### src/ubcg_core_end_marker_unused.sv
`default_nettype none
`default_nettype wire

### src/ubcg_pkg.sv
/*
 Shared constants, mode encodings and carrier structs for the serial port
 baud clock generator. Assumes a single peripheral clock domain.
*/
`default_nettype none
package ubcg_pkg;
    // ------------------------------------------------------------------
    // Widths and counts
    // ------------------------------------------------------------------
    localparam int unsigned UBCG_PERIOD_W = 12;
    localparam int unsigned UBCG_SCALE_W = 4;
    localparam int unsigned UBCG_CNT_W = 19;
    localparam int unsigned UBCG_LEN_W = 20;
    localparam int unsigned UBCG_ACC_W = 7;
    localparam int unsigned UBCG_SPB_W = 5;
    localparam logic [4:0] UBCG_SAMPLES_NORMAL = 5'h10;
    localparam logic [4:0] UBCG_SAMPLES_DOUBLE = 5'h08;
    localparam logic [4:0] UBCG_SAMPLES_NONE = 5'h00;
    localparam logic [11:0] UBCG_PERIOD_RESET = 12'h000;
    localparam logic [3:0] UBCG_SCALE_RESET = 4'h0;

    // ------------------------------------------------------------------
    // Port modes chosen by software and the resulting clock modes
    // ------------------------------------------------------------------
    typedef enum logic [3:0] {
        UBCG_PM_ASYNC = 4'b0001,
        UBCG_PM_SYNC_MASTER = 4'b0010,
        UBCG_PM_SYNC_SLAVE = 4'b0100,
        UBCG_PM_SPI_MASTER = 4'b1000
    } ubcg_port_mode_t;

    typedef enum logic [4:0] {
        UBCG_CM_ASYNC_NORMAL = 5'b00001,
        UBCG_CM_ASYNC_DOUBLE = 5'b00010,
        UBCG_CM_SYNC_MASTER = 5'b00100,
        UBCG_CM_SYNC_SLAVE = 5'b01000,
        UBCG_CM_SPI_MASTER = 5'b10000
    } ubcg_clock_mode_t;

    typedef struct packed {
        ubcg_port_mode_t port_mode;
        logic double_speed_select;
        logic [11:0] baud_period_setting;
        logic signed [3:0] baud_scale_exponent;
    } ubcg_cfg_t;

    typedef struct packed {
        logic sample_tick;
        logic bit_tick;
        logic data_change;
        logic data_sample;
    } ubcg_ticks_t;
endpackage
`default_nettype wire

### src/ubcg_core.sv
/*
 Baud clock generator for a serial port in asynchronous, synchronous or
 master SPI operation. Drives sampling and bit ticks to the shift logic.
 Assumes configuration comes from logic on clk; the transfer clock pin is
 asynchronous and is synchronised here.
*/
`default_nettype none
module ubcg_core
    import ubcg_pkg::*;
(
    input wire logic clk,
    input wire logic rst_n,
    input wire ubcg_cfg_t cfg,
    input wire logic transfer_clock_pin_i,
    output logic transfer_clock_pin_o,
    output logic transfer_clock_pin_oe,
    output ubcg_ticks_t ticks_q,
    output logic framing_enable_q,
    output logic [4:0] samples_per_bit_q,
    output ubcg_clock_mode_t clock_mode_q
);
    ubcg_clock_mode_t mode_d;
    logic gen_enable;
    logic gen_use_scale;
    logic gen_tick;
    logic pin_meta_q;
    logic pin_sync_q;
    logic pin_last_q;
    logic pin_rise;
    logic pin_fall;
    logic [3:0] sample_cnt_q;
    logic [3:0] sample_last;
    logic is_async;
    logic is_int_sync;
    logic int_clk_q;

    // ------------------------------------------------------------------
    // Clock mode decode
    // ------------------------------------------------------------------
    always_comb begin
        case (cfg.port_mode)
            UBCG_PM_ASYNC: begin
                mode_d = cfg.double_speed_select ? UBCG_CM_ASYNC_DOUBLE
                                                 : UBCG_CM_ASYNC_NORMAL;
            end
            UBCG_PM_SYNC_MASTER: begin
                mode_d = UBCG_CM_SYNC_MASTER;
            end
            UBCG_PM_SYNC_SLAVE: begin
                mode_d = UBCG_CM_SYNC_SLAVE;
            end
            UBCG_PM_SPI_MASTER: begin
                mode_d = UBCG_CM_SPI_MASTER;
            end
            default: begin
                mode_d = UBCG_CM_ASYNC_NORMAL;
            end
        endcase
    end

    always_ff @(posedge clk or negedge rst_n) begin
        if (!rst_n) begin
            clock_mode_q <= UBCG_CM_ASYNC_NORMAL;
        end else begin
            clock_mode_q <= mode_d;
        end
    end

    always_comb begin
        is_async = (clock_mode_q == UBCG_CM_ASYNC_NORMAL)
                || (clock_mode_q == UBCG_CM_ASYNC_DOUBLE);
        is_int_sync = (clock_mode_q == UBCG_CM_SYNC_MASTER)
                   || (clock_mode_q == UBCG_CM_SPI_MASTER);
        gen_enable = clock_mode_q != UBCG_CM_SYNC_SLAVE;
        // Synchronous rates take no scale; only the async modes apply it.
        gen_use_scale = is_async;
        sample_last = (clock_mode_q == UBCG_CM_ASYNC_DOUBLE)
                    ? 4'(UBCG_SAMPLES_DOUBLE - 5'h01)
                    : 4'(UBCG_SAMPLES_NORMAL - 5'h01);
        pin_rise = pin_sync_q && !pin_last_q;
        pin_fall = !pin_sync_q && pin_last_q;
    end

    // ------------------------------------------------------------------
    // Fractional divider
    // ------------------------------------------------------------------
    ubcg_frac_div u_div (
        .clk(clk),
        .rst_n(rst_n),
        .enable(gen_enable),
        .use_scale(gen_use_scale),
        .period(cfg.baud_period_setting),
        .scale(cfg.baud_scale_exponent),
        .tick_q(gen_tick)
    );

    // ------------------------------------------------------------------
    // Transfer clock pin synchroniser
    // ------------------------------------------------------------------
    // The pin must hold each level for two clk periods; a faster or very
    // lopsided clock loses edges here.
    always_ff @(posedge clk or negedge rst_n) begin
        if (!rst_n) begin
            pin_meta_q <= 1'b0;
            pin_sync_q <= 1'b0;
            pin_last_q <= 1'b0;
        end else begin
            pin_meta_q <= transfer_clock_pin_i;
            pin_sync_q <= pin_meta_q;
            pin_last_q <= pin_sync_q;
        end
    end

    // ------------------------------------------------------------------
    // Asynchronous sample counter
    // ------------------------------------------------------------------
    always_ff @(posedge clk or negedge rst_n) begin
        if (!rst_n) begin
            sample_cnt_q <= 4'h0;
        end else if (!is_async) begin
            sample_cnt_q <= 4'h0;
        end else if (gen_tick) begin
            sample_cnt_q <= (sample_cnt_q >= sample_last) ? 4'h0 : sample_cnt_q + 4'h1;
        end
    end

    // ------------------------------------------------------------------
    // Internal synchronous clock
    // ------------------------------------------------------------------
    // Each divider tick is half a bit, so the bit rate is half the tick rate.
    always_ff @(posedge clk or negedge rst_n) begin
        if (!rst_n) begin
            int_clk_q <= 1'b0;
        end else if (!is_int_sync) begin
            int_clk_q <= 1'b0;
        end else if (gen_tick) begin
            int_clk_q <= !int_clk_q;
        end
    end

    // ------------------------------------------------------------------
    // Output ticks
    // ------------------------------------------------------------------
    always_ff @(posedge clk or negedge rst_n) begin
        if (!rst_n) begin
            ticks_q <= '0;
        end else begin
            ticks_q.sample_tick <= (is_async && gen_tick)
                                || (clock_mode_q == UBCG_CM_SYNC_SLAVE && pin_fall)
                                || (is_int_sync && gen_tick && int_clk_q);
            ticks_q.bit_tick <= (is_async && gen_tick && sample_cnt_q >= sample_last)
                             || (clock_mode_q == UBCG_CM_SYNC_SLAVE && pin_fall)
                             || (is_int_sync && gen_tick && int_clk_q);
            ticks_q.data_change <= (clock_mode_q == UBCG_CM_SYNC_SLAVE && pin_rise)
                                || (is_int_sync && gen_tick && !int_clk_q);
            ticks_q.data_sample <= (clock_mode_q == UBCG_CM_SYNC_SLAVE && pin_fall)
                                || (is_int_sync && gen_tick && int_clk_q);
        end
    end

    // ------------------------------------------------------------------
    // Pin drive and mode status
    // ------------------------------------------------------------------
    always_ff @(posedge clk or negedge rst_n) begin
        if (!rst_n) begin
            transfer_clock_pin_o <= 1'b0;
            transfer_clock_pin_oe <= 1'b0;
        end else begin
            transfer_clock_pin_o <= int_clk_q;
            transfer_clock_pin_oe <= is_int_sync;
        end
    end

    always_ff @(posedge clk or negedge rst_n) begin
        if (!rst_n) begin
            framing_enable_q <= 1'b1;
            samples_per_bit_q <= UBCG_SAMPLES_NORMAL;
        end else begin
            // Buffers, shifters and divider stay live in SPI mode; only
            // the framing logic downstream is switched off.
            framing_enable_q <= clock_mode_q != UBCG_CM_SPI_MASTER;
            case (clock_mode_q)
                UBCG_CM_ASYNC_NORMAL: begin
                    samples_per_bit_q <= UBCG_SAMPLES_NORMAL;
                end
                UBCG_CM_ASYNC_DOUBLE: begin
                    samples_per_bit_q <= UBCG_SAMPLES_DOUBLE;
                end
                default: begin
                    samples_per_bit_q <= UBCG_SAMPLES_NONE;
                end
            endcase
        end
    end

    // ------------------------------------------------------------------
    // Checks
    // ------------------------------------------------------------------
    slave_no_drive_a: assert property (@(posedge clk) disable iff (!rst_n)
        clock_mode_q == UBCG_CM_SYNC_SLAVE ##1 clock_mode_q == UBCG_CM_SYNC_SLAVE
        |-> !transfer_clock_pin_oe && !gen_tick)
        else $error("slave mode drives the transfer clock");
    spi_framing_off_a: assert property (@(posedge clk) disable iff (!rst_n)
        clock_mode_q == UBCG_CM_SPI_MASTER |=> !framing_enable_q)
        else $error("framing left on in SPI mode");
    double_samples_a: assert property (@(posedge clk) disable iff (!rst_n)
        clock_mode_q == UBCG_CM_ASYNC_DOUBLE |=> samples_per_bit_q == 5'h08)
        else $error("double speed not eight samples per bit");
    normal_samples_a: assert property (@(posedge clk) disable iff (!rst_n)
        clock_mode_q == UBCG_CM_ASYNC_NORMAL |=> samples_per_bit_q == 5'h10)
        else $error("normal speed not sixteen samples per bit");
    async_bit_tick_a: assert property (@(posedge clk) disable iff (!rst_n)
        is_async && gen_tick && sample_cnt_q == sample_last |=> ticks_q.bit_tick)
        else $error("bit tick missing after last sample");
    async_no_early_a: assert property (@(posedge clk) disable iff (!rst_n)
        is_async && sample_cnt_q < sample_last |=> !ticks_q.bit_tick)
        else $error("bit tick before last sample");
    clk_on_tick_a: assert property (@(posedge clk) disable iff (!rst_n)
        is_int_sync && $past(is_int_sync) && $changed(int_clk_q) |-> $past(gen_tick))
        else $error("transfer clock toggled without a divider tick");
    slave_sample_a: assert property (@(posedge clk) disable iff (!rst_n)
        clock_mode_q == UBCG_CM_SYNC_SLAVE && pin_fall
        |=> ticks_q.data_sample && ticks_q.bit_tick)
        else $error("slave falling edge not sampled");
    slave_change_a: assert property (@(posedge clk) disable iff (!rst_n)
        clock_mode_q == UBCG_CM_SYNC_SLAVE && pin_rise |=> ticks_q.data_change)
        else $error("slave rising edge not turned into a change");
    // The change tick and the pin register the internal clock one stage apart,
    // so the change always leads the pin's rise by one cycle.
    change_before_rise_a: assert property (@(posedge clk) disable iff (!rst_n)
        is_int_sync && ticks_q.data_change |=> $rose(transfer_clock_pin_o))
        else $error("data change not followed by a transfer clock rise");

    async_bit_c: cover property (@(posedge clk) disable iff (!rst_n)
        clock_mode_q == UBCG_CM_ASYNC_NORMAL && ticks_q.bit_tick);
    double_bit_c: cover property (@(posedge clk) disable iff (!rst_n)
        clock_mode_q == UBCG_CM_ASYNC_DOUBLE && ticks_q.bit_tick);
    spi_clock_c: cover property (@(posedge clk) disable iff (!rst_n)
        clock_mode_q == UBCG_CM_SPI_MASTER && $rose(transfer_clock_pin_o));
    slave_bit_c: cover property (@(posedge clk) disable iff (!rst_n)
        clock_mode_q == UBCG_CM_SYNC_SLAVE && ticks_q.bit_tick);
endmodule
`default_nettype wire

### src/ubcg_frac_div.sv
/*
 Fractional rate divider: a down counter reloaded from the period setting,
 with the scale exponent stretching the count or adding fractional carries.
 Assumes period and scale come from logic on the same clock.
*/
`default_nettype none
module ubcg_frac_div
    import ubcg_pkg::*;
(
    input wire logic clk,
    input wire logic rst_n,
    input wire logic enable,
    input wire logic use_scale,
    input wire logic [11:0] period,
    input wire logic signed [3:0] scale,
    output logic tick_q
);
    logic [18:0] cnt_q;
    logic [6:0] acc_q;
    logic [2:0] mag;
    logic neg;
    logic [2:0] shift_pos;
    logic [19:0] len_pos;
    logic [18:0] reload_pos;
    logic [11:0] int_part;
    logic [11:0] frac_mask;
    logic [7:0] acc_sum;
    logic [7:0] modulus;
    logic wrap;
    logic [18:0] reload_neg;
    logic [6:0] acc_d;

    // --------------------------------------------------------------
    // Reload value
    // --------------------------------------------------------------
    always_comb begin
        mag = scale[3] ? 3'((~scale) + 4'h1) : scale[2:0];
        neg = use_scale && scale[3];
        shift_pos = (use_scale && !scale[3]) ? mag : 3'h0;
        // The full 12-bit setting is used, so 4095 scaled by 2^7 still fits.
        len_pos = ({8'h00, period} + 20'h00001) << shift_pos;
        reload_pos = 19'(len_pos - 20'h00001);
        // Negative exponent: integer part per tick plus a fractional carry.
        int_part = period >> mag;
        frac_mask = (12'h001 << mag) - 12'h001;
        acc_sum = {1'b0, acc_q} + {1'b0, period[6:0] & frac_mask[6:0]};
        modulus = 8'h01 << mag;
        wrap = acc_sum >= modulus;
        acc_d = wrap ? 7'(acc_sum - modulus) : acc_sum[6:0];
        reload_neg = {7'h00, int_part} + {18'h00000, wrap};
    end

    // --------------------------------------------------------------
    // Counter and tick
    // --------------------------------------------------------------
    always_ff @(posedge clk or negedge rst_n) begin
        if (!rst_n) begin
            cnt_q <= 19'h00000;
            acc_q <= 7'h00;
            tick_q <= 1'b0;
        end else if (!enable) begin
            cnt_q <= 19'h00000;
            acc_q <= 7'h00;
            tick_q <= 1'b0;
        end else if (cnt_q == 19'h00000) begin
            tick_q <= 1'b1;
            cnt_q <= neg ? reload_neg : reload_pos;
            acc_q <= neg ? acc_d : 7'h00;
        end else begin
            tick_q <= 1'b0;
            cnt_q <= cnt_q - 19'h00001;
        end
    end

    // --------------------------------------------------------------
    // Checks
    // --------------------------------------------------------------
    terminal_tick_a: assert property (@(posedge clk) disable iff (!rst_n)
        enable && cnt_q == 19'h00000 |=> tick_q)
        else $error("divider missed its tick at terminal count");
    count_down_a: assert property (@(posedge clk) disable iff (!rst_n)
        enable && cnt_q != 19'h00000 |=> !tick_q && cnt_q == $past(cnt_q) - 19'h00001)
        else $error("divider count did not step down");
    neg_reload_a: assert property (@(posedge clk) disable iff (!rst_n)
        enable && neg && cnt_q == 19'h00000
        |=> cnt_q == {7'h00, $past(int_part)} || cnt_q == {7'h00, $past(int_part)} + 19'h1)
        else $error("negative exponent reload out of range");
endmodule
`default_nettype wire

### config.mk
export PLATFORM = sky130hd
export DESIGN_NAME = ubcg_core
export DESIGN_NICKNAME = d
export VERILOG_FILES = /design/src/ubcg_core_end_marker_unused.sv /design/src/ubcg_pkg.sv /design/src/ubcg_core.sv /design/src/ubcg_frac_div.sv
export SDC_FILE = /design/constraint.sdc
export NUM_CORES = 1
export LEC_CHECK = 0
export BUFFER_PORTS_ARGS = -buffer_cell sky130_fd_sc_hd__buf_2
export CORE_MARGIN = 1.5
export CORE_UTILIZATION = 55
export DETAILED_ROUTE_END_ITERATION = 16
export PLACE_DENSITY_LB_ADDON = 0.05
export SYNTH_ARGS = -nofsm -noshare
export SYNTH_HDL_FRONTEND = slang
export SYNTH_SLANG_ARGS = --single-unit
### constraint.sdc
create_clock -name clk -period 4.4 [get_ports clk]
set_input_delay 0.66 -clock clk [delete_from_list [all_inputs] [get_ports clk]]
set_output_delay 0.66 -clock clk [all_outputs]
set_load 0.05 [all_outputs]
# Word-level counts from Yosys, hierarchy flattened
# Index checks and enable logic that the tools add are counted.
word_totals:
  regBits: 52
  latchBits: 0
  mem_bits_rw: 0
  rom_bits: 0
  in_bits: 24
  output_inout_bits: 17
  elab_cells: 92
  mem_count: 0
op_classes:
  add_sub_neg: 9
  mul: 0
  div: 0
  order_cmp: 2
  eq_ne: 14
  shift: 4
  mux: 20
  n_bitwise: 2
  n_reduce_logical: 24
ops:
  columns: ["op", "count"]
  rows:
  - ["2-to-1 mux 19 bit", 3]
  - ["subtractor 19 x 1 -> 19 bit (second input constant)", 2]
  - ["2-to-1 mux 7 bit", 4]
  - ["one-hot mux 5 bit (4 select lines)", 1]
  - ["left shift 20 x 3 -> 19 bit", 1]
  - ["logical NOT 19 bit", 1]
  - ["2-to-1 mux 4 bit", 4]
  - ["adder 12 x 1 -> 13 bit", 1]
  - ["adder 12 x 1 -> 13 bit (second input constant)", 1]
  - ["right shift 12 x 3 -> 12 bit", 1]
  - ["logical AND 1 bit", 11]
  - ["one-hot mux 5 bit (2 select lines)", 1]
  - ["adder 7 x 7 -> 8 bit", 1]
  - [">= comparator 8 bit", 1]
  - ["logical OR 1 bit", 8]
  - ["left shift 1 x 3 -> 8 bit (first input constant)", 1]
  - ["AND 7 bit", 1]
  - ["left shift 1 x 3 -> 7 bit (first input constant)", 1]
  - ["subtractor 7 x 1 -> 7 bit (second input constant)", 1]
  - ["subtractor 7 bit", 1]
  - ["2-to-1 mux 3 bit", 2]
  - ["== test 5 x 1 -> 1 bit (second input constant)", 1]
  - ["== test 5 x 2 -> 1 bit (second input constant)", 1]
  - ["== test 5 x 3 -> 1 bit (second input constant)", 1]
  - ["17 further kinds", 24]

# Depth between registers and ports, before layout
# Gate-level depths: netlist of run 1.
logic_depth:
  word_depth: 12
  mapped_depth: 32
  ltp_nobuf: 28

# Cells and area by module
# A second synthesis of run 1 with hierarchy kept.
hier_totals:
  hier_cells: 674
  area_unflattened_um2: 5317.6
by_module_without_submodules:
  columns: ["mod", "instances", "cells_each", "area_per_inst_um2", "seq_area_each_um2"]
  rows:
  - ["ubcg_frac_div", 1, 594, 4367.9, 675.6]
  - ["ubcg_core", 1, 80, 949.7, 554.3]

# Worst setup path before layout of run 1
# Ideal clock, no wire load.
synth_timing:
  path_type: "in2reg"
  startpoint: "input port cfg[0] in the netlist's numbering"
  endpoint: "register u_div.cnt_q[10]"
  setup_time_ns: 0.136
  t_arrival_ns: 6.563
  t_required_ns: 4.264
  slack_ns: -2.298
  cell_stages: 31
  path_buffers: 5
  cell_sequence: "clkbuf_1 inv_1 buf_1 ha_1 mux2i_1 clkbuf_1 clkbuf_1 nand3_1 ha_1 nand2b_1 inv_1 ha_1 a21o_1 a21oi_1 o21bai_1 a21oi_1 xnor2_1 ha_1 a21o_1 a31oi_1 o21ai_0 clkbuf_1 ha_1 ha_1 nand3_1 nor3_1 nand2_1 mux2i_1 nor2_1 a21oi_1 o21ai_0"
synth_via:
  elab_chain_cells: 12
  elab_cells_between_ends: 17
  classes_between: "add/sub (5); order compare (1); shift (4); mux (5); bitwise (2)"
synth_rtl:
  columns: ["item", "line_no", "text"]
  rows:
  - ["start: declaration", "ubcg_core.sv:13", "input wire ubcg_cfg_t cfg,"]
  - ["NOT 3 bit", "ubcg_frac_div.sv:37", "mag = scale[3] ? 3'((~scale) + 4'h1) : scale[2:0];"]
  - ["adder 3 x 1 -> 3 bit", "ubcg_frac_div.sv:37", null]
  - ["2-to-1 mux 3 bit (*)", "ubcg_frac_div.sv:37", null]
  - ["left shift 1 x 3 -> 7 bit", "ubcg_frac_div.sv:45", "frac_mask = (12'h001 << mag) - 12'h001;"]
  - ["subtractor 7 x 1 -> 7 bit", "ubcg_frac_div.sv:45", null]
  - ["AND 7 bit", "ubcg_frac_div.sv:46", "acc_sum = {1'b0, acc_q} + {1'b0, period[6:0] & frac_mask[6:0]};"]
  - ["adder 7 x 7 -> 8 bit", "ubcg_frac_div.sv:46", null]
  - [">= comparator 8 bit", "ubcg_frac_div.sv:48", "wrap = acc_sum >= modulus;"]
  - ["adder 12 x 1 -> 13 bit", "ubcg_frac_div.sv:50", "reload_neg = {7'h00, int_part} + {18'h00000, wrap};"]
  - ["2-to-1 mux 19 bit (*)", "ubcg_frac_div.sv:67", "cnt_q <= neg ? reload_neg : reload_pos;"]
  - ["2-to-1 mux 19 bit (*)", "ubcg_frac_div.sv:65", "end else if (cnt_q == 19'h00000) begin"]
  - ["2-to-1 mux 19 bit (*)", "ubcg_frac_div.sv:61", "end else if (!enable) begin"]
  - ["end signal: assignment", "ubcg_frac_div.sv:67", null]
  - ["end signal: assignment", "ubcg_frac_div.sv:71", "cnt_q <= cnt_q - 19'h00001;"]
  - ["end: declaration", "ubcg_frac_div.sv:18", "logic [18:0] cnt_q;"]
# Every way passes the cells marked *; elsewhere a longest branch is shown, timed or not.
# A chain may end at the register's enable or synchronous reset.

# Final worst setup path of run 1
layout_timing:
  startpoint: "input port cfg[1] in the netlist's numbering"
  endpoint: "register u_div.cnt_q[10]"
# The elaborated chain is that of the path after synthesis.

==> metrics.txt, run 1 <==
Yosys warning total=0; clock sink count=49; Detail Route Antenna Nets=0; Via Count=5223; Worst Setup Start Kind=input port; post-place setup slack=-0.555 ns; Compound-Gate Fraction of Synth Area=20.6%; R2R Setup Slk=0.82 ns; multi-input logic area=3920 um^2; CTS Buffer Depth=2; latest clock arrival within the worst-skew pair=0.31 ns; Cells after Synth=657; Filler cells=798; drt first pass iters=5; area delta synth->final=18.5%; worst hold margin=0.151 ns; diodes inserted=0; Util after Layout=66.8%; Core Rows=35; crit share post-route=101%; fraction of final layout cells sized beyond drive strength 1=22.0%; VDD IR max=0.226 mV; final worst setup slack=-0.0604 ns; Reg clk slew, reported paths=0.10 ns; root buf cell=clkbuf_8; Sw Share=42.5%; #FFs+latches synth=49; pwr dens=362 nW/um^2; most frequent CP cell=ha_4; highest clock rate=0.224 GHz; CP max stage cell=ha_1; post-synthesis mux area share=7.58%; initial antenna violation count=0; Vias/cell=6.26; Worst Path Required=4.59 ns; cell internal pwr=1.28 mW; initial core utilization=56.4%; Finished Cell Area=6140 um^2; clock share of power=13.1%; reg2reg path depth=11; CTS tree=yes; Seq. cell area=1230 um^2; PortBufs=37; Leak=2.68 nW; largest net degree at the start of global routing=45; H-tree depth=2; crit path max fanout=12; Slew Viols, Final=0; global route overflow=0; outcome=finished with violations; Reg2Reg Capture Point=u_div.cnt_q[15]; Die Ht=100 um; failing checks=negative setup slack; core area=9200 um^2; Iter 0 DRT Violations=254; adder-cell share of the synthesized area=7.00%; dpl hpwl=11700 um; switching pwr=0.946 mW; Simple-Gate Fraction of Synth Area=24.8%; Die X=100 um; Setup CP Type=in -> reg; RSZ-0062 raised after global routing=true; WL/cell=17.9 um; CP arrival=4.65 ns; max cap viols=0; Async SR Flop Fraction=100%; shortest period the worst path allows=4.46 ns; worst min path class=in -> async; Die Area=10000 um^2; largest family of logic cells by synthesized area=simple AND/OR/NAND/NOR gates; routed wire length=14900 um; Nets=774; Worst Setup End Kind=register; Post-Synth XOR/XNOR Area=11.3%; EDFF count, synth=0; cts hold-fix bufs=0; combinational share of power=58.5%; Fin. Hold Viols=0; actual slew at the worst max-slew pin=1.09 ns; gpl congestion=0.918; Crit path largest cell delay=0.31 ns; vias in the first global route=5026; first-pass GRT wire length=24500 um; Mapped Area=5180 um^2; Slew HR=27.1%; GR Util All Layers=30.6%; Cell Area, Placed=5900 um^2; I/O Pins=41; DRC=0; Cell variety after synth=77; worst reg2reg path startpoint=clock_mode_q[1]; Clock Skews=0.00643 ns; Final setup viols=4; CTS Buf Count=5; Primary FF master, synth=dfrtp_1; Reg power frac=28.5%; Seq/Total Area, Yosys=23.7%; Mean Syn Cell Area=7.89 um^2
## layout make-up
type / count / area share (%)
timing repair buffer: 95 / 10.5
clock buffer: 5 / 1.12
clock inverter: 3 / 0.428
sequential: 49 / 20.0
multi-input combinational: 546 / 63.8
inverter: 26 / 1.79
tap: 111 / 2.26
## per-layer routing
layer / GRT usage (%) / vias to the layer above / wire (um)
met5: 0 / - / 0
met4: 9.97 / 0 / 386
met3: 4.53 / 29 / 724
met2: 53.5 / 159 / 7340
met1: 38.9 / 2524 / 6480
li1: - / 2511 / -
## registers in the layout, indices dropped and copies added, names as in the netlist, 2 cells and up
name               flops
clock_mode_q           5
u_div.acc_q            7
sample_cnt_q           4
ticks_q                4
u_div.cnt_q           19
samples_per_bit_q      2
## stage by stage
stage               cells  power, mW  TNS (ns)
floorplan             659       1.52     -6.19
global placement      819       1.83     -3.36
detailed placement    819       1.86     -5.38
CTS                   833       2.20    -0.185
global route          835       2.39     -2.20
finish                835       2.23    -0.152
## placed cells by master, fill, tap and decap left out, types with 23 or more instances in the layout
| cell type | n |
|---|---|
| nand2_1 | 61 |
| buf_4 | 56 |
| nor2_1 | 49 |
| dfrtp_1 | 46 |
| xnor2_1 | 35 |
| buf_2 | 35 |
| o21ai_0 | 32 |
| xor2_1 | 29 |
| mux2i_1 | 27 |
| a21oi_1 | 26 |
| inv_1 | 23 |
| nand3_1 | 23 |
| nor3_1 | 23 |
## how the worst max path moves through the flow
stage / start / end / depth (start not counted)
6_report: cfg[1] / u_div.cnt_q[10] / 29
5_1_grt: cfg[1] / u_div.cnt_q[10] / 29
4_1_cts: cfg[1] / u_div.cnt_q[4] / 27
3_5_place_dp: cfg[1] / u_div.cnt_q[10] / 27
3_3_place_gp: cfg[1] / u_div.cnt_q[4] / 27
2_1_floorplan: cfg[0] / u_div.cnt_q[10] / 31
## cells in the mapped netlist, types with 4 or more instances
cell type | n | area (um^2)
nand2_1 | 64 | 240
nor2_1 | 51 | 191
dfrtp_1 | 46 | 1150
o21ai_0 | 41 | 205
xnor2_1 | 38 | 333
a21oi_1 | 30 | 150
xor2_1 | 29 | 254
mux2i_1 | 28 | 280
clkbuf_1 | 26 | 97.6
ha_1 | 25 | 313
inv_1 | 25 | 93.8
nand3_1 | 25 | 125
nor3_1 | 24 | 120
o22ai_1 | 11 | 68.8
mux2_2 | 10 | 113
nand4_1 | 9 | 56.3
or3_1 | 9 | 56.3
a31oi_1 | 8 | 50.1
and2_1 | 8 | 50.1
a211oi_1 | 7 | 52.6
nand3b_1 | 7 | 52.6
nor2b_1 | 7 | 43.8
o211ai_1 | 7 | 52.6
a21o_1 | 6 | 45.0
nor4_1 | 6 | 37.5
a22oi_1 | 5 | 37.5
a32oi_1 | 5 | 43.8
and3_1 | 5 | 31.3
buf_1 | 5 | 18.8
nand2b_1 | 5 | 31.3
nor3b_1 | 5 | 37.5
o21bai_1 | 5 | 37.5
buf_2 | 4 | 20.0
or2_2 | 4 | 25.0
## kinds of logic after synthesis
kind of cell	after synthesis
simple gates	249
xor+xnor	67
mux	38
other cells	1
flops	49
compound gates	161
fa+ha+maj	28
buf+inv	64
## power by group through the flow
stage,Sequential (mW),Clock (mW),Combinational [mW]
6_report,0.634,0.291,1.30
5_1_grt,0.645,0.313,1.43
4_1_cts,0.631,0.298,1.28
3_5_place_dp,0.638,0,1.23
3_3_place_gp,0.635,0,1.19
2_1_floorplan,0.627,0,0.897
## critical path: cells and delay by family
| kind | cells | cell delay [ns] |
|---|---|---|
| AOI/OAI and AO/OA | 6 | 0.84 |
| and+or+nand+nor | 11 | 1.18 |
| buffers and inverters | 5 | 0.55 |
| adders and majority gates | 5 | 1.07 |
| xor gates and xnor gates | 1 | 0.19 |
| muxes | 1 | 0.15 |
## timing repair
item	CTS	global route
gates resized for setup	18	8
pin swaps	16	21
endpoints found under the setup margin	11	12
gates cloned	0	0
setup buffers	6	3
Note: power is estimated with default switching activity, not from simulation.
==> run 2, diff against run 1 <==
--- a/config.mk
+++ b/config.mk
@@ -5,11 +5,13 @@
 export SDC_FILE = /design/constraint.sdc
 export NUM_CORES = 1
 export LEC_CHECK = 0
+export ABC_AREA = 1
 export BUFFER_PORTS_ARGS = -buffer_cell sky130_fd_sc_hd__buf_2
 export CORE_MARGIN = 1.5
 export CORE_UTILIZATION = 55
 export DETAILED_ROUTE_END_ITERATION = 16
 export PLACE_DENSITY_LB_ADDON = 0.05
+export SLEW_MARGIN = 20
 export SYNTH_ARGS = -nofsm -noshare
 export SYNTH_HDL_FRONTEND = slang
 export SYNTH_SLANG_ARGS = --single-unit
==> run 2 against run 1 <==
Compared with the run above:
- the flow still finishes with violations (negative setup slack)
- combinational power rose by 7%
- design area rose by 6.0%
- setup slack improved by 0.0012 ns
- hold slack improved by 0.22 ns
- sequential power fell by 0.9%
- highest routed layer unchanged
==> metrics.txt, run 2 <==
final worst setup slack=-0.0592 ns; most frequent cell after synthesis=nand2_1; Detail Route Antenna Nets=0; cell count after placement=1056; worst min path class=reg -> reg; Cell variety after synth=53; DRC=0; post-place setup slack=-0.520 ns; routed wire length=14800 um; Fin. Hold Viols=0; actual slew at the worst max-slew pin=0.698 ns; pwr dens=355 nW/um^2; met3 usage=4.23%; Seq/Total Area, Yosys=22.3%; Die Area=10700 um^2; Die Ht=103 um; commonest cells after routing, fill and taps aside=239 x nand2_1, 99 x inv_1, 85 x nand3_1, 72 x nor2_1, 59 x buf_4; dpl hpwl=12000 um; Area contributors post-synth=dfrtp_1 21%, nand2_1 17%, nand3_1 7.9%, inv_1 7.1%, ha_1 5.7%; GR Util All Layers=28.7%; clock sink count=49; Via Count=5747; Leak=3.35 nW; Finished Cell Area=6510 um^2; biggest regs=u_div.cnt_q (19), u_div.acc_q (7), clock_mode_q (5); Worst Hold Path Cells=0; post-synth top area cell=dfrtp_1; max cap viols=0; VDD IR max=0.305 mV; reg2reg path depth=24; GR peak layer=met2; Crit path largest cell delay=0.35 ns; Setup CP Type=in -> reg; PortBufs=37; Mean Syn Cell Area=6.44 um^2; crit path max fanout=5; crit share post-route=101%; CP arrival=4.67 ns; Top Family by Delay on Critical Path=adder cells; failing checks=negative setup slack; fraction of final layout cells sized beyond drive strength 1=22.8%; Die X=103 um; WL/cell=13.7 um; gpl congestion=0.907; root buf cell=clkbuf_8; share of the synthesized area in the top cell type=20.8%; met1 usage=39.2%; shortest period the worst path allows=4.46 ns; Clock Skews=0.00930 ns; Iter 0 DRT Violations=365; H-tree depth=2; Worst Path Required=4.62 ns; vias in the first global route=5056; global route overflow=0; Final setup viols=6; Slew HR=53.0%; initial core utilization=56.5%; drt first pass iters=5; Nets=991; Buffers & Inverters on Critical Path=9; Yosys warning total=0; Util after Layout=66.6%; Mapped Area=5520 um^2; filler-free cell count of the finished design=1074; Most flops, register=u_div.cnt_q; met2 Track Usage GR=47.6%; latest clock arrival within the worst-skew pair=0.33 ns; Slew Viols, Final=0; Vias/cell=5.35; Cells after Synth=857; first-pass GRT wire length=23700 um; RSZ-0062 raised after global routing=true; CTS Buffer Depth=2; diodes inserted=0; Filler cells=882; Worst Setup Start Kind=input port; initial antenna violation count=0; Primary FF master, synth=dfrtp_1; most frequent CP cell=ha_4; CTS tree=yes; Crit path depth=34; CTS Buf Count=5; Pwr Total=2.31 mW; core area=9770 um^2; synth cell count leaders=246 x nand2_1, 104 x inv_1, 87 x nand3_1, 76 x nor2_1, 46 x dfrtp_1; EDFF count, synth=0; cts hold-fix bufs=0; #FFs+latches synth=49; Worst Setup End Kind=register; largest net degree at the start of global routing=50; Async SR Flop Fraction=100%; highest clock rate=0.224 GHz; I/O Pins=41; Reg clk slew, reported paths=0.10 ns; Cell Area, Placed=6250 um^2; area delta synth->final=17.9%; Core Rows=36; outcome=finished with violations; commonest non-fill, non-tap cell in the layout=nand2_1; Largest register FFs=19; CP max stage cell=fa_2
## run 2: changes by cell type after synthesis, sizes merged, moves of 10 or more
cell and change:
nand4 +13, clkbuf -23, nor3 -15, nor2 +40, xor2 -17, xnor2 -24
nand3 +85, nand2 +197, mux2 -10, mux2i -28, inv +85
## run 2: kinds of logic (layout without fill, tap and decap cells)
family	after synthesis	count (layout)	synth area share, %
buf+inv	136	218	10.5
xor+xnor	26	26	4.12
simple gates	511	511	44.7
compound gates	107	107	11.9
flops	49	49	22.3
fa+ha+maj	27	27	6.39
other cells	1	3	0.0679
## run 2: worst paths after layout
| path | startpoint | end | slack (ns) |
|---|---|---|---|
| max in group asynchronous | rst_n | clock_mode_q[3] | 3.55 |
| min reg2reg | pin_meta_q | pin_sync_q | 0.37 |
| max | cfg[0] | u_div.cnt_q[8] | -0.06 |
| min in group asynchronous | rst_n | u_div.cnt_q[17] | 0.42 |
| min | pin_meta_q | pin_sync_q | 0.37 |
| max reg2reg | u_div.acc_q[0] | u_div.cnt_q[8] | 0.74 |
## run 2: layout make-up
| class | count | area, um^2 | share of cell area [%] |
|---|---|---|---|
| multi-input combinational | 674 | 3930 | 60.4 |
| sequential | 49 | 1230 | 18.9 |
| timing repair buffer | 96 | 644 | 9.89 |
| inverter | 114 | 447 | 6.86 |
| tap | 133 | 166 | 2.55 |
| clock buffer | 5 | 68.8 | 1.06 |
| clock inverter | 3 | 26.3 | 0.403 |
## run 2: layer usage
layer  part of all wire (%)  vias up  wire length [um]
li1                       -     2971                 -
met5                      0        -                 0
met1                     47     2601              6890
met2                     47      153              6890
met3                    4.8       22               712
met4                    1.9        0               274
## run 2: timing repair
action,in CTS,in global routing
endpoints found under the setup margin,10,16
cloned,0,0
buffers inserted,5,5
pin swaps,26,12
gates resized for setup,11,15
## run 2: worst reg2reg max path: stages (launching register included)
cell and delay [ns]:
dfrtp_1 0.39, ha_1 0.21, inv_1 0.08, fa_2 0.34, nand3b_1 0.17, and2_4 0.15, nor2_1 0.08, nor2_1 0.05
o21bai_1 0.17, xor2_1 0.20, inv_1 0.10, ha_4 0.22, inv_2 0.08, nor3_2 0.04, a211oi_1 0.20, nand2_1 0.15
ha_4 0.20, ha_4 0.16, nand2_2 0.06, nor2_2 0.03, buf_4 0.12, a21oi_1 0.12, o21ai_1 0.07, nand3_1 0.09
nand2_1 0.05
## run 2: power breakdown
| part | internal [mW] | switching (mW) | leakage (nW) |
|---|---|---|---|
| Combinational | 0.589 | 0.805 | 2.71 |
| Sequential | 0.543 | 0.0858 | 0.607 |
| Clock | 0.116 | 0.173 | 0.0423 |
## run 2: per-stage QoR
| stage | hold WS (ns) | setup TNS [ns] |
|---|---|---|
| 3_5_place_dp | 0.343 | -6.01 |
| 5_1_grt | 0.389 | -2.38 |
| 2_1_floorplan | 0.331 | -3.82 |
| 6_report | 0.375 | -0.199 |
| 3_3_place_gp | 0.344 | -3.17 |
| 4_1_cts | 0.375 | -0.0195 |
